===== src/inc/pdtoc_consts.svh =====
`ifndef PDTOC_CONSTS_SVH
`define PDTOC_CONSTS_SVH
// ==========================================
// Register offsets
`define PDTOC_OFS_FB_PV 8'h3d
`define PDTOC_OFS_FB_N 8'h3e
`define PDTOC_OFS_BIAS 8'h3f
`define PDTOC_OFS_PE 8'h48
`define PDTOC_OFS_TRIG 8'h57
// ==========================================
// Reset values
`define PDTOC_RST_FB_PV 8'h00
`define PDTOC_RST_FB_N 8'h20
`define PDTOC_RST_BIAS 8'h4f
`define PDTOC_RST_PE 8'h00
`define PDTOC_RST_TRIG 8'h00
// ==========================================
// Field positions
`define PDTOC_V_LSB 0
`define PDTOC_V_MSB 1
`define PDTOC_P_LSB 2
`define PDTOC_P_MSB 3
`define PDTOC_N_MSB 5
`define PDTOC_BIAS_MSB 6
`define PDTOC_PE_MSB 3
`define PDTOC_TRIG_EN_BIT 7
`define PDTOC_TRIG_MODE_MSB 2
// ==========================================
// Divide ratios
`define PDTOC_V_CODE0 6'h05
`define PDTOC_V_CODE1 6'h04
`define PDTOC_V_CODE2 6'h03
`define PDTOC_P_CODE0 6'h01
`define PDTOC_P_CODE1 6'h02
`define PDTOC_P_CODE2 6'h04
`define PDTOC_HALF_UI16 6'h08
`define PDTOC_HALF_UI32 6'h10
`define PDTOC_HALF_UI64 6'h20
`define PDTOC_RATIO_OFF 6'h00
`endif


===== src/inc/pdtoc_pkg.sv =====
`default_nettype none
package pdtoc_pkg;
	typedef logic [7:0] pdtoc_byte_t;
	typedef logic [5:0] pdtoc_ratio_t;
	typedef enum logic [2:0]
	{
		PDTOC_TRIG_UI16,
		PDTOC_TRIG_UI32,
		PDTOC_TRIG_UI64,
		PDTOC_TRIG_TSTAMP
	} pdtoc_trig_mode_t;
endpackage
`default_nettype wire


===== src/inc/pdtoc_div_if.sv =====
`default_nettype none
interface pdtoc_div_if #(parameter int W = 6);
	logic tick_in;
	logic [W-1:0] ratio;
	logic tick_out;
	modport ctrl (output tick_in, output ratio, input tick_out);
	modport div (input tick_in, input ratio, output tick_out);
endinterface
`default_nettype wire


===== src/hw/pdtoc_top.sv =====
// Contract
// Second divider: codes 0,1,2 divide 1,2,4
// First divider: codes 0,1,2 divide 5,4,3
// Software resets synthesizer before first/second change
// Third divider divides by value, reset 32
// Software resets synthesizer before third change
// Software rewrites reserved fields with reset values
// Software programs bias 0x4A, not 0x4F
// One pre-emphasis code drives all lanes
// Trigger enable gates trigger buffer and divider
// Mode picks 16/32/64 UI clock or timestamp
// Software changes mode only while disabled
// Serializer re-initialization interrupts UI-clock trigger
`include "pdtoc_consts.svh"
`default_nettype none
module pdtoc_top
(
	input wire logic clk_sys_in,
	input wire logic nrst_in,
	input wire logic [7:0] reg_addr_in,
	input wire logic [7:0] reg_wdata_in,
	input wire logic reg_wr_in,
	input wire logic reg_rd_in,
	input wire logic clock_synth_reset_in,
	input wire logic ui_tick_in,
	input wire logic serializer_reinit_in,
	input wire logic timestamp_input_in,
	output logic [7:0] reg_rdata_out,
	output logic sample_tick_out,
	output logic pfd_fb_tick_out,
	output logic [6:0] oscillator_bias_level_out,
	output logic [3:0] lane_preemphasis_code_out,
	output logic trigger_out_enable_out,
	output logic trigger_out_pin_out
);
	// ==========================================
	// Decode functions
	function automatic pdtoc_pkg::pdtoc_ratio_t v_ratio(input logic [1:0] c);
		v_ratio = (c == 2'h0) ? `PDTOC_V_CODE0 :
			(c == 2'h1) ? `PDTOC_V_CODE1 :
			(c == 2'h2) ? `PDTOC_V_CODE2 : `PDTOC_RATIO_OFF;
	endfunction

	function automatic pdtoc_pkg::pdtoc_ratio_t p_ratio(input logic [1:0] c);
		p_ratio = (c == 2'h0) ? `PDTOC_P_CODE0 :
			(c == 2'h1) ? `PDTOC_P_CODE1 :
			(c == 2'h2) ? `PDTOC_P_CODE2 : `PDTOC_RATIO_OFF;
	endfunction

	function automatic pdtoc_pkg::pdtoc_ratio_t trig_half(input logic [2:0] m);
		trig_half = (m == 3'h0) ? `PDTOC_HALF_UI16 :
			(m == 3'h1) ? `PDTOC_HALF_UI32 :
			(m == 3'h2) ? `PDTOC_HALF_UI64 : `PDTOC_RATIO_OFF;
	endfunction

	// ==========================================
	// Register file
	// Reserved bits are stored as written and read back unchanged
	pdtoc_pkg::pdtoc_byte_t fb_pv_r;
	pdtoc_pkg::pdtoc_byte_t fb_n_r;
	pdtoc_pkg::pdtoc_byte_t bias_r;
	pdtoc_pkg::pdtoc_byte_t pe_r;
	pdtoc_pkg::pdtoc_byte_t trig_r;
	pdtoc_pkg::pdtoc_byte_t rdata_nxt;

	wire logic hit_pv = reg_addr_in == `PDTOC_OFS_FB_PV;
	wire logic hit_n = reg_addr_in == `PDTOC_OFS_FB_N;
	wire logic hit_bias = reg_addr_in == `PDTOC_OFS_BIAS;
	wire logic hit_pe = reg_addr_in == `PDTOC_OFS_PE;
	wire logic hit_trig = reg_addr_in == `PDTOC_OFS_TRIG;

	assign rdata_nxt = hit_pv ? fb_pv_r :
		hit_n ? fb_n_r :
		hit_bias ? bias_r :
		hit_pe ? pe_r :
		hit_trig ? trig_r : 8'h00;

	always_ff @(posedge clk_sys_in)
	begin
		if (!nrst_in)
		begin
			fb_pv_r <= `PDTOC_RST_FB_PV;
			fb_n_r <= `PDTOC_RST_FB_N;
			bias_r <= `PDTOC_RST_BIAS;
			pe_r <= `PDTOC_RST_PE;
			trig_r <= `PDTOC_RST_TRIG;
		end
		else if (reg_wr_in)
		begin
			if (hit_pv)
				fb_pv_r <= reg_wdata_in;
			if (hit_n)
				fb_n_r <= reg_wdata_in;
			if (hit_bias)
				bias_r <= reg_wdata_in;
			if (hit_pe)
				pe_r <= reg_wdata_in;
			if (hit_trig)
				trig_r <= reg_wdata_in;
		end
	end

	always_ff @(posedge clk_sys_in)
	begin
		if (!nrst_in)
			reg_rdata_out <= 8'h00;
		else if (reg_rd_in)
			reg_rdata_out <= rdata_nxt;
	end

	// ==========================================
	// Feedback divider chain
	// Core clock stands in for the oscillator; each stage counts ticks
	pdtoc_div_if #(.W(6)) v_if ();
	pdtoc_div_if #(.W(6)) p_if ();
	pdtoc_div_if #(.W(6)) n_if ();

	assign v_if.tick_in = 1'b1;
	assign v_if.ratio = v_ratio(fb_pv_r[`PDTOC_V_MSB:`PDTOC_V_LSB]);
	assign p_if.tick_in = v_if.tick_out;
	assign p_if.ratio = p_ratio(fb_pv_r[`PDTOC_P_MSB:`PDTOC_P_LSB]);
	assign n_if.tick_in = p_if.tick_out;
	assign n_if.ratio = fb_n_r[`PDTOC_N_MSB:0];

	// Held in reset by software while ratios change, so no runt tick
	pdtoc_divider #(.W(6)) u_vdiv
	(
		.clk_sys_in(clk_sys_in),
		.nrst_in(nrst_in),
		.clear_in(clock_synth_reset_in),
		.dif(v_if.div)
	);

	pdtoc_divider #(.W(6)) u_pdiv
	(
		.clk_sys_in(clk_sys_in),
		.nrst_in(nrst_in),
		.clear_in(clock_synth_reset_in),
		.dif(p_if.div)
	);

	pdtoc_divider #(.W(6)) u_ndiv
	(
		.clk_sys_in(clk_sys_in),
		.nrst_in(nrst_in),
		.clear_in(clock_synth_reset_in),
		.dif(n_if.div)
	);

	// ==========================================
	// Trigger output
	pdtoc_pkg::pdtoc_trig_mode_t trig_mode;
	logic trig_clk_r;
	logic tstamp_r;
	logic trig_nxt;
	pdtoc_div_if #(.W(6)) t_if ();

	assign trig_mode = pdtoc_pkg::pdtoc_trig_mode_t'(
		trig_r[`PDTOC_TRIG_MODE_MSB:0]);
	wire logic trig_en = trig_r[`PDTOC_TRIG_EN_BIT];
	wire logic ui_mode = trig_r[`PDTOC_TRIG_MODE_MSB:0] <= 3'h2;
	wire logic ts_mode = trig_mode == pdtoc_pkg::PDTOC_TRIG_TSTAMP;
	wire logic trig_hold = !trig_en || !ui_mode || serializer_reinit_in;

	assign t_if.tick_in = ui_tick_in;
	assign t_if.ratio = trig_half(trig_r[`PDTOC_TRIG_MODE_MSB:0]);

	pdtoc_divider #(.W(6)) u_tdiv
	(
		.clk_sys_in(clk_sys_in),
		.nrst_in(nrst_in),
		.clear_in(trig_hold),
		.dif(t_if.div)
	);

	// Reserved modes leave the pin low
	assign trig_nxt = !trig_en ? 1'b0 :
		(ui_mode && !serializer_reinit_in) ? trig_clk_r :
		ts_mode ? tstamp_r : 1'b0;

	always_ff @(posedge clk_sys_in)
	begin
		if (!nrst_in || trig_hold)
			trig_clk_r <= 1'b0;
		else if (t_if.tick_out)
			trig_clk_r <= !trig_clk_r;
	end

	// ==========================================
	// Output registers
	always_ff @(posedge clk_sys_in)
	begin
		if (!nrst_in)
		begin
			tstamp_r <= 1'b0;
			sample_tick_out <= 1'b0;
			pfd_fb_tick_out <= 1'b0;
			oscillator_bias_level_out <= 7'h00;
			lane_preemphasis_code_out <= 4'h0;
			trigger_out_enable_out <= 1'b0;
			trigger_out_pin_out <= 1'b0;
		end
		else
		begin
			tstamp_r <= timestamp_input_in;
			sample_tick_out <= p_if.tick_out;
			pfd_fb_tick_out <= n_if.tick_out;
			oscillator_bias_level_out <= bias_r[`PDTOC_BIAS_MSB:0];
			lane_preemphasis_code_out <= pe_r[`PDTOC_PE_MSB:0];
			trigger_out_enable_out <= trig_en;
			trigger_out_pin_out <= trig_nxt;
		end
	end
endmodule // pdtoc_top
`default_nettype wire


===== src/hw/pdtoc_divider.sv =====
`default_nettype none
module pdtoc_divider #(parameter int W = 6)
(
	input wire logic clk_sys_in,
	input wire logic nrst_in,
	input wire logic clear_in,
	pdtoc_div_if.div dif
);
	// ==========================================
	// Counter
	// Ratio zero stands the divider still, used for reserved codes
	logic [W-1:0] cnt_r;
	logic tick_r;
	wire logic live = dif.ratio != '0;
	wire logic wrap = dif.tick_in && live && (cnt_r == dif.ratio - 1'b1);

	always_ff @(posedge clk_sys_in)
	begin
		if (!nrst_in || clear_in || !live)
		begin
			cnt_r <= '0;
			tick_r <= 1'b0;
		end
		else
		begin
			tick_r <= wrap;
			if (wrap)
				cnt_r <= '0;
			else if (dif.tick_in)
				cnt_r <= cnt_r + 1'b1;
		end
	end

	assign dif.tick_out = tick_r;
endmodule // pdtoc_divider
`default_nettype wire


===== config.mk =====
export PLATFORM = sky130hd
export DESIGN_NAME = pdtoc_top
export DESIGN_NICKNAME = d
export VERILOG_FILES = /design/src/inc/pdtoc_pkg.sv /design/src/inc/pdtoc_div_if.sv /design/src/hw/pdtoc_top.sv /design/src/hw/pdtoc_divider.sv
export VERILOG_INCLUDE_DIRS = /design/src /design/src/inc
export SDC_FILE = /design/constraint.sdc
export NUM_CORES = 1
export LEC_CHECK = 0
export BUFFER_PORTS_ARGS = -buffer_cell sky130_fd_sc_hd__buf_2
export CAP_MARGIN = 10
export CORE_MARGIN = 3
export CORE_UTILIZATION = 60
export CTS_CLUSTER_SIZE = 24
export DETAILED_ROUTE_END_ITERATION = 10
export HOLD_SLACK_MARGIN = 0.05
export PLACE_DENSITY = 0.8
export SLEW_MARGIN = 10
export SYNTH_ARGS = -nofsm -noshare
export SYNTH_HDL_FRONTEND = slang
export SYNTH_HIERARCHICAL = 1
export SYNTH_SLANG_ARGS = --single-unit
export TNS_END_PERCENT = 30

===== constraint.sdc =====
create_clock -name clk_sys_in -period 2.5 [get_ports clk_sys_in]
set_input_delay 0.5 -clock clk_sys_in [delete_from_list [all_inputs] [get_ports clk_sys_in]]
set_output_delay 0.5 -clock clk_sys_in [all_outputs]
set_load 0.01 [all_outputs]

======== Word-level counts from Yosys, hierarchy flattened ========
Cells that the tools add are included.
cells by class
  add/sub/neg operators ................... 8
  $lt $le $gt $ge ......................... 1
  equal/unequal tests ..................... 16
  muxes and demuxes ....................... 16
  reduce and logical (&&, ||, !) cells .... 42
operator list
  kind                   number
  $mux W8                5
  $add A6 B1 Y6 const B  4
  $eq A6 B6 Y1           4
  $eq A8 B6 Y1 const B   3
  $reduce_bool A6 Y1     4
  $mux W6                3
  $eq A8 B7 Y1 const B   2
  $mux W3                5
  $reduce_and A2 Y1      6
  $sub A6 B1 Y6 const B  2
  $logic_not A1 Y1       9
  $logic_and A1 B1 Y1    8
  $logic_or A1 B1 Y1     8
  $reduce_or A2 Y1       4
  $sub A3 B1 Y4 const B  2
  $eq A3 B2 Y1 const B   2
  $eq A2 B1 Y1 const B   2
  $eq A2 B2 Y1 const B   2
  $logic_not A2 Y1       2
  $eq A3 B1 Y1 const B   1
  $le A3 B2 Y1 const B   1
  $logic_not A3 Y1       1
  $mux W1                2
  $mux W2                1
word-level totals
  register bits ........................... 93
  bits of input ports ..................... 24
  logic and storage cells ................. 105

======== Longest topological paths before layout ========
  depth in word-level cells ............... 8
  depth in mapped cells ................... 8
  gate-level depth less buffers ........... 8

======== Modules after synthesis ========
The synthesis kept the hierarchy.
modules (own cells, without submodules)
  module         instances  cells each  area each (sq um)  sequential area each (sq um)
  pdtoc_top      1          303         2812.7             1301.2
  pdtoc_divider  4          56          560.5              140.1

======== Least setup slack after synthesis ========
No wires, ideal clock.
  path kind ............................... register to register
  start ................................... register fb_pv_r[2]
  end ..................................... register u_pdiv.cnt_r[0]
  setup time .............................. 143 ps
  arrival time ............................ 1858 ps
  setup slack ............................. 499 ps
  cell stages (with the launch flop) ...... 8
  period minus slack after synthesis ...... 2001 ps
  cells stage by stage .................... dfxtp_1 nor2_1 inv_1 ha_1 nor2b_1 or3_4 a311oi_4 a211oi_1
between the ends
  elaborated cells on any way between the ends .. 14
  classes of those cells .................. 1 x add/sub; 3 x eq/ne; 3 x mux; 7 x reduce/logical
RTL lines
  what                                                       line                                      text
  from (decl)                                                pdtoc_top.sv:59                           pdtoc_pkg::pdtoc_byte_t fb_pv_r;
  from (signal assigned)                                     pdtoc_top.sv:82                           fb_pv_r <= `PDTOC_RST_FB_PV;
  from (signal assigned)                                     pdtoc_top.sv:91                           fb_pv_r <= reg_wdata_in;
  $eq A2 B1 Y1                                               pdtoc_top.sv:46                           (c == 2'h1) ? `PDTOC_P_CODE1 :
  $mux W3 (no line)                                          -
  $mux W3 (no line) (*)                                      -
  net p_if.ratio[0]                                          pdtoc_div_if.sv:4                         logic [W-1:0] ratio;
  $sub A3 B1 Y4 or $reduce_bool A6 Y1 (tied branches)        pdtoc_divider.sv:15, pdtoc_divider.sv:14
  $eq A6 B6 Y1, or another cell as far along                 pdtoc_divider.sv:15                       wire logic wrap = dif.tick_in && live && (cnt_r == dif.ratio - 1'b1);
  $logic_and A1 B1 Y1 or $logic_or A1 B1 Y1 (tied branches)  pdtoc_divider.sv:15, pdtoc_divider.sv:19
  $reduce_or A2 Y1 (no line) (*)                             -
  to (signal assigned)                                       pdtoc_divider.sv:30                       cnt_r <= cnt_r + 1'b1;
  to (decl)                                                  pdtoc_divider.sv:12                       logic [W-1:0] cnt_r;
The timed path passes the listed nets; every way through them passes the cells marked *.
A chain may end at the register's enable or synchronous reset.

======== Worst setup path in the final report ========
  start ................................... register fb_pv_r[2]
  end ..................................... register u_pdiv.tick_r (netlist: u_pdiv/dif.tick_out)
between the ends
  elaborated cells on any way between the ends .. 13
  classes of those cells .................. 1 x add/sub; 3 x eq/ne; 3 x mux; 6 x reduce/logical
RTL lines
  what                                                       line                                      text
  $eq A2 B1 Y1                                               pdtoc_top.sv:46
  $mux W3 (no line)                                          -
  $mux W3 (no line) (*)                                      -
  net p_if.ratio[1]                                          pdtoc_div_if.sv:4
  $sub A3 B1 Y4 or $reduce_bool A6 Y1 (tied branches)        pdtoc_divider.sv:15, pdtoc_divider.sv:14
  $eq A6 B6 Y1, or another cell as far along                 pdtoc_divider.sv:15
  $logic_and A1 B1 Y1 or $logic_or A1 B1 Y1 (tied branches)  pdtoc_divider.sv:15, pdtoc_divider.sv:19
  to (signal assigned)                                       pdtoc_divider.sv:26                       tick_r <= wrap;
  to (decl)                                                  pdtoc_divider.sv:13                       logic tick_r;
Marked as above.

==> summary.txt <==
GRT
  – Largest net degree at the start of global routing: 71
  – Total GRT Usage: 24.86%
  – Initial antenna violation count: 0
  – First-pass GRT wire length: between 15 and 20 mm
  – GRT Residual Overflow: 0
  – Vias in the first global route: between 3k and 4k

Place
  – RePlAce Congestion: a little under 0.9
  – Dpl ws: ~0.23 ns
  – Dpl cell area: around 5500 µm²
  – Buffers added on ports: 46
  – DP HPWL: 8.349 mm

Timing
  – Minimum clock period: roughly 2.3 ns
  – RSZ-0062 raised after global routing: no
  – Worst-margin pin slew: between 0.6 and 0.7 ns
  – Endpoints failing hold: 0
  – TNS Setup: 0 ns
  – Worst Slack Setup Final: between 0.15 and 0.2 ns
  – Rel. slew slack: 56.30%
  – Final period util: between 90% and 100%
  – Final Slew Violations: 0
  – Worst Skew: 0.01557 ns
  – Maximum achievable frequency: 0.4326 GHz
  – Setup violators final: 0

Critical path
  – CP Max Fanout: 7
  – Req. time, crit path: between 2 and 3 ns
  – CP Class: register to register
  – CP Capture Type: register
  – WP data arrival: 2.62 ns
  – Nature of the critical path startpoint: register
  – R2R cell count: 7

Layout
  – FILL cells: around 640
  – Commonest non-fill, non-tap cells in the layout: dfxtp_1, buf_2, nand2_1, conb_1
  – Layout area overhead: 11.88%
  – Layout Utilization: a little under three quarters
  – Most common cell after layout, fill and taps aside: dfxtp_1
  – ANT cells: 0
  – Finished Cell Area: between 5000 and 6000 µm²
  – Layout cell share with drive strength beyond 1: 16.67%
  – Multi-input logic area: 3079 µm²
  – NumNets Final: 631
  – Seq. cell area: ~1900 µm²

Route
  – Final ANT Viol Nets: 0
  – Wire per inst: between 15 and 20 µm
  – DRT iter0 DRCs: ~280
  – DRC Markers: 0
  – Routed vias/inst: a little under 6
  – Wirelength, routed: 11.47 mm
  – Pre-antenna DRT Iters: 6
  – Vias: 4077

Synthesis
  – Seq/Total Area, Yosys: between 30% and 40%
  – Synth Flop Type: dfxtp_1
  – Synth warn: 6
  – EDFF count, synth: 0
  – Post-Synth XOR/XNOR Area: between 7 and 8%
  – Largest family of logic cells by synthesized area: simple AND/OR/NAND/NOR gates
  – Mux contribution to synthesized area: under 10%
  – #FFs+latches synth: 93
  – Leading area contributor after synthesis: dfxtp_1
  – Top cell type's share of synthesized area: 36.83%
  – Synth area leaders: dfxtp_1, mux2i_1, xor2_1, a211oi_1, ha_1
  – Share of flip-flops with an asynchronous set or reset: 0%
  – Post-Synth Simple-Gate Area: between 20% and 30%
  – Mapped Avg Cell Area: between 9 and 10 µm²
  – Synth Instances: 527
  – Synth cell types: 50
  – Adder-Cell Fraction of Synth Area: roughly 3%
  – Post-synthesis compound-gate area fraction: ~18%
  – Post-Syn Area: between 5000 and 6000 µm²

Clock tree
  – # Post-CTS Setup Buffers: 0
  – CTS clk-pin slew, worst paths: roughly 0.090 ns
  – Worst-skew pair later-pin latency: between 0.3 and 0.4 ns
  – Clock Tree Buf Depth: 2
  – Post-CTS Hold Buffers: 0
  – CTS H-Tree Depth: 3
  – Clock Sinks: a little over 90
  – CTS buffer count: 9
  – CTS tree: built
  – Post-cts sizing count: 0
  – Root Driver: clkbuf_8

Die
  – Die X: 97.79 µm
  – Die ar.: 9562 µm²
  – Initial core utilization: between 60 and 70%
  – Row cnt: 32
  – Chip Height: around 98 µm
  – Core Area: 7968 µm²
  – Top-Level Pins: 47

Power and ir drop
  – Leakage Power: about 0.0021 µW
  – VDD IR-drop max: roughly 330 µV
  – PD cells: between 400 and 500 nW/µm²

Flow run
  – Max-cap viol count: 0

Worst hold path
  – Hold Path Stages: 2
  – HP Class: primary input to register

Status
  – Run status: finished clean
## cell families (layout without fill, tap and decap cells)
group | count (synthesis) | in the layout
and+or+nand+nor | 185 | 185
other | 2 | 34
adders and majority gates | 12 | 12
xor gates and xnor gates | 41 | 41
buffers and inverters | 55 | 96
muxes | 30 | 30
AOI/OAI and AO/OA | 109 | 109
DFF | 93 | 93
## path summary, 6_finish.rpt
path | startpoint | end | slack, ns
setup / recovery | fb_pv_r[2] | u_pdiv/dif.tick_out | 0.19
hold / removal | timestamp_input_in | tstamp_r | 0.35
setup reg to reg | fb_pv_r[2] | u_pdiv/dif.tick_out | 0.19
hold reg to reg | bias_r[4] | oscillator_bias_level_out[4] | 0.46
## cell usage after synthesis, drive strengths merged (4+ instances only)
library cell and n:
o21ai 30, and3 5, a41oi 4, nand3b 4, nand2 38, a22o 8, clkbuf 18, xnor2 16
nand4 10, and4bb 4, inv 26, or3 4, mux2 4, nor3b 20, o221ai 8, dfxtp 93
nor3 12, nor2b 28, o2111ai 4, buf 11, a211oi 26, nor2 7, ha 12, mux2i 26
o22a 6, a311oi 8, xor2 25, nand3 20, nand2b 11, o211ai 4, and3b 4, a31oi 9
and2 13
## layer usage
metal / vias up / GRT usage [%] / routed length, µm / share of wire, %
li1: 2007 / - / - / -
met1: 1928 / 34.37 / 5209 / 45
met2: 130 / 40.22 / 5473 / 48
met3: 12 / 3.500 / 639 / 5.6
met4: 0 / 8.094 / 146 / 1.3
met5: - / 0 / 0 / 0
## metrics by stage
stage / hold WS (ns) / total power, µW / std cells
6_report: 0.3477 / 2760 / 702
5_1_grt: 0.3477 / 2868 / 702
4_1_cts: 0.3308 / 2780 / 702
3_5_place_dp: 0.4446 / 1756 / 686
3_3_place_gp: 0.4161 / 1752 / 686
2_1_floorplan: 0.4119 / 1683 / 559
## layout make-up
cell class	instances	area share, %
repair buffers	54	5.133
flip-flops and latches	93	32.92
well taps	102	2.257
inverters	26	1.726
clock inverters	6	1.261
clock buffers	10	2.257
multi-input cells	411	54.45
## power breakdown
| part | switching, µW | leakage, µW | internal (µW) |
|---|---|---|---|
| Combinational | 139 | 0.00122 | 86.2 |
| Sequential | 9.12 | 0.000753 | 1490 |
| Clock | 558 | 0.0000988 | 473 |
| Total | 706 | 0.00208 | 2050 |
## sequential cells by signal (all words and copies together) (netlist names), 4 cells and up
name,count
lane_preemphasis_code_out,4
u_ndiv/cnt_r,6
oscillator_bias_level_out,7
trig_r,8
u_vdiv/cnt_r,6
u_pdiv/cnt_r,6
pe_r,8
reg_rdata_out,8
bias_r,8
u_tdiv/cnt_r,6
fb_pv_r,8
fb_n_r,8
## critical path, cell delays in order (launching register included)
cell and delay [ns]:
dfxtp_1 0.45, nor2b_1 0.25, inv_1 0.11, ha_1 0.26, nor2b_1 0.15, or3_4 0.35, a311oi_4 0.45, and3_1 0.24
Power figures use the tool's default switching activity.
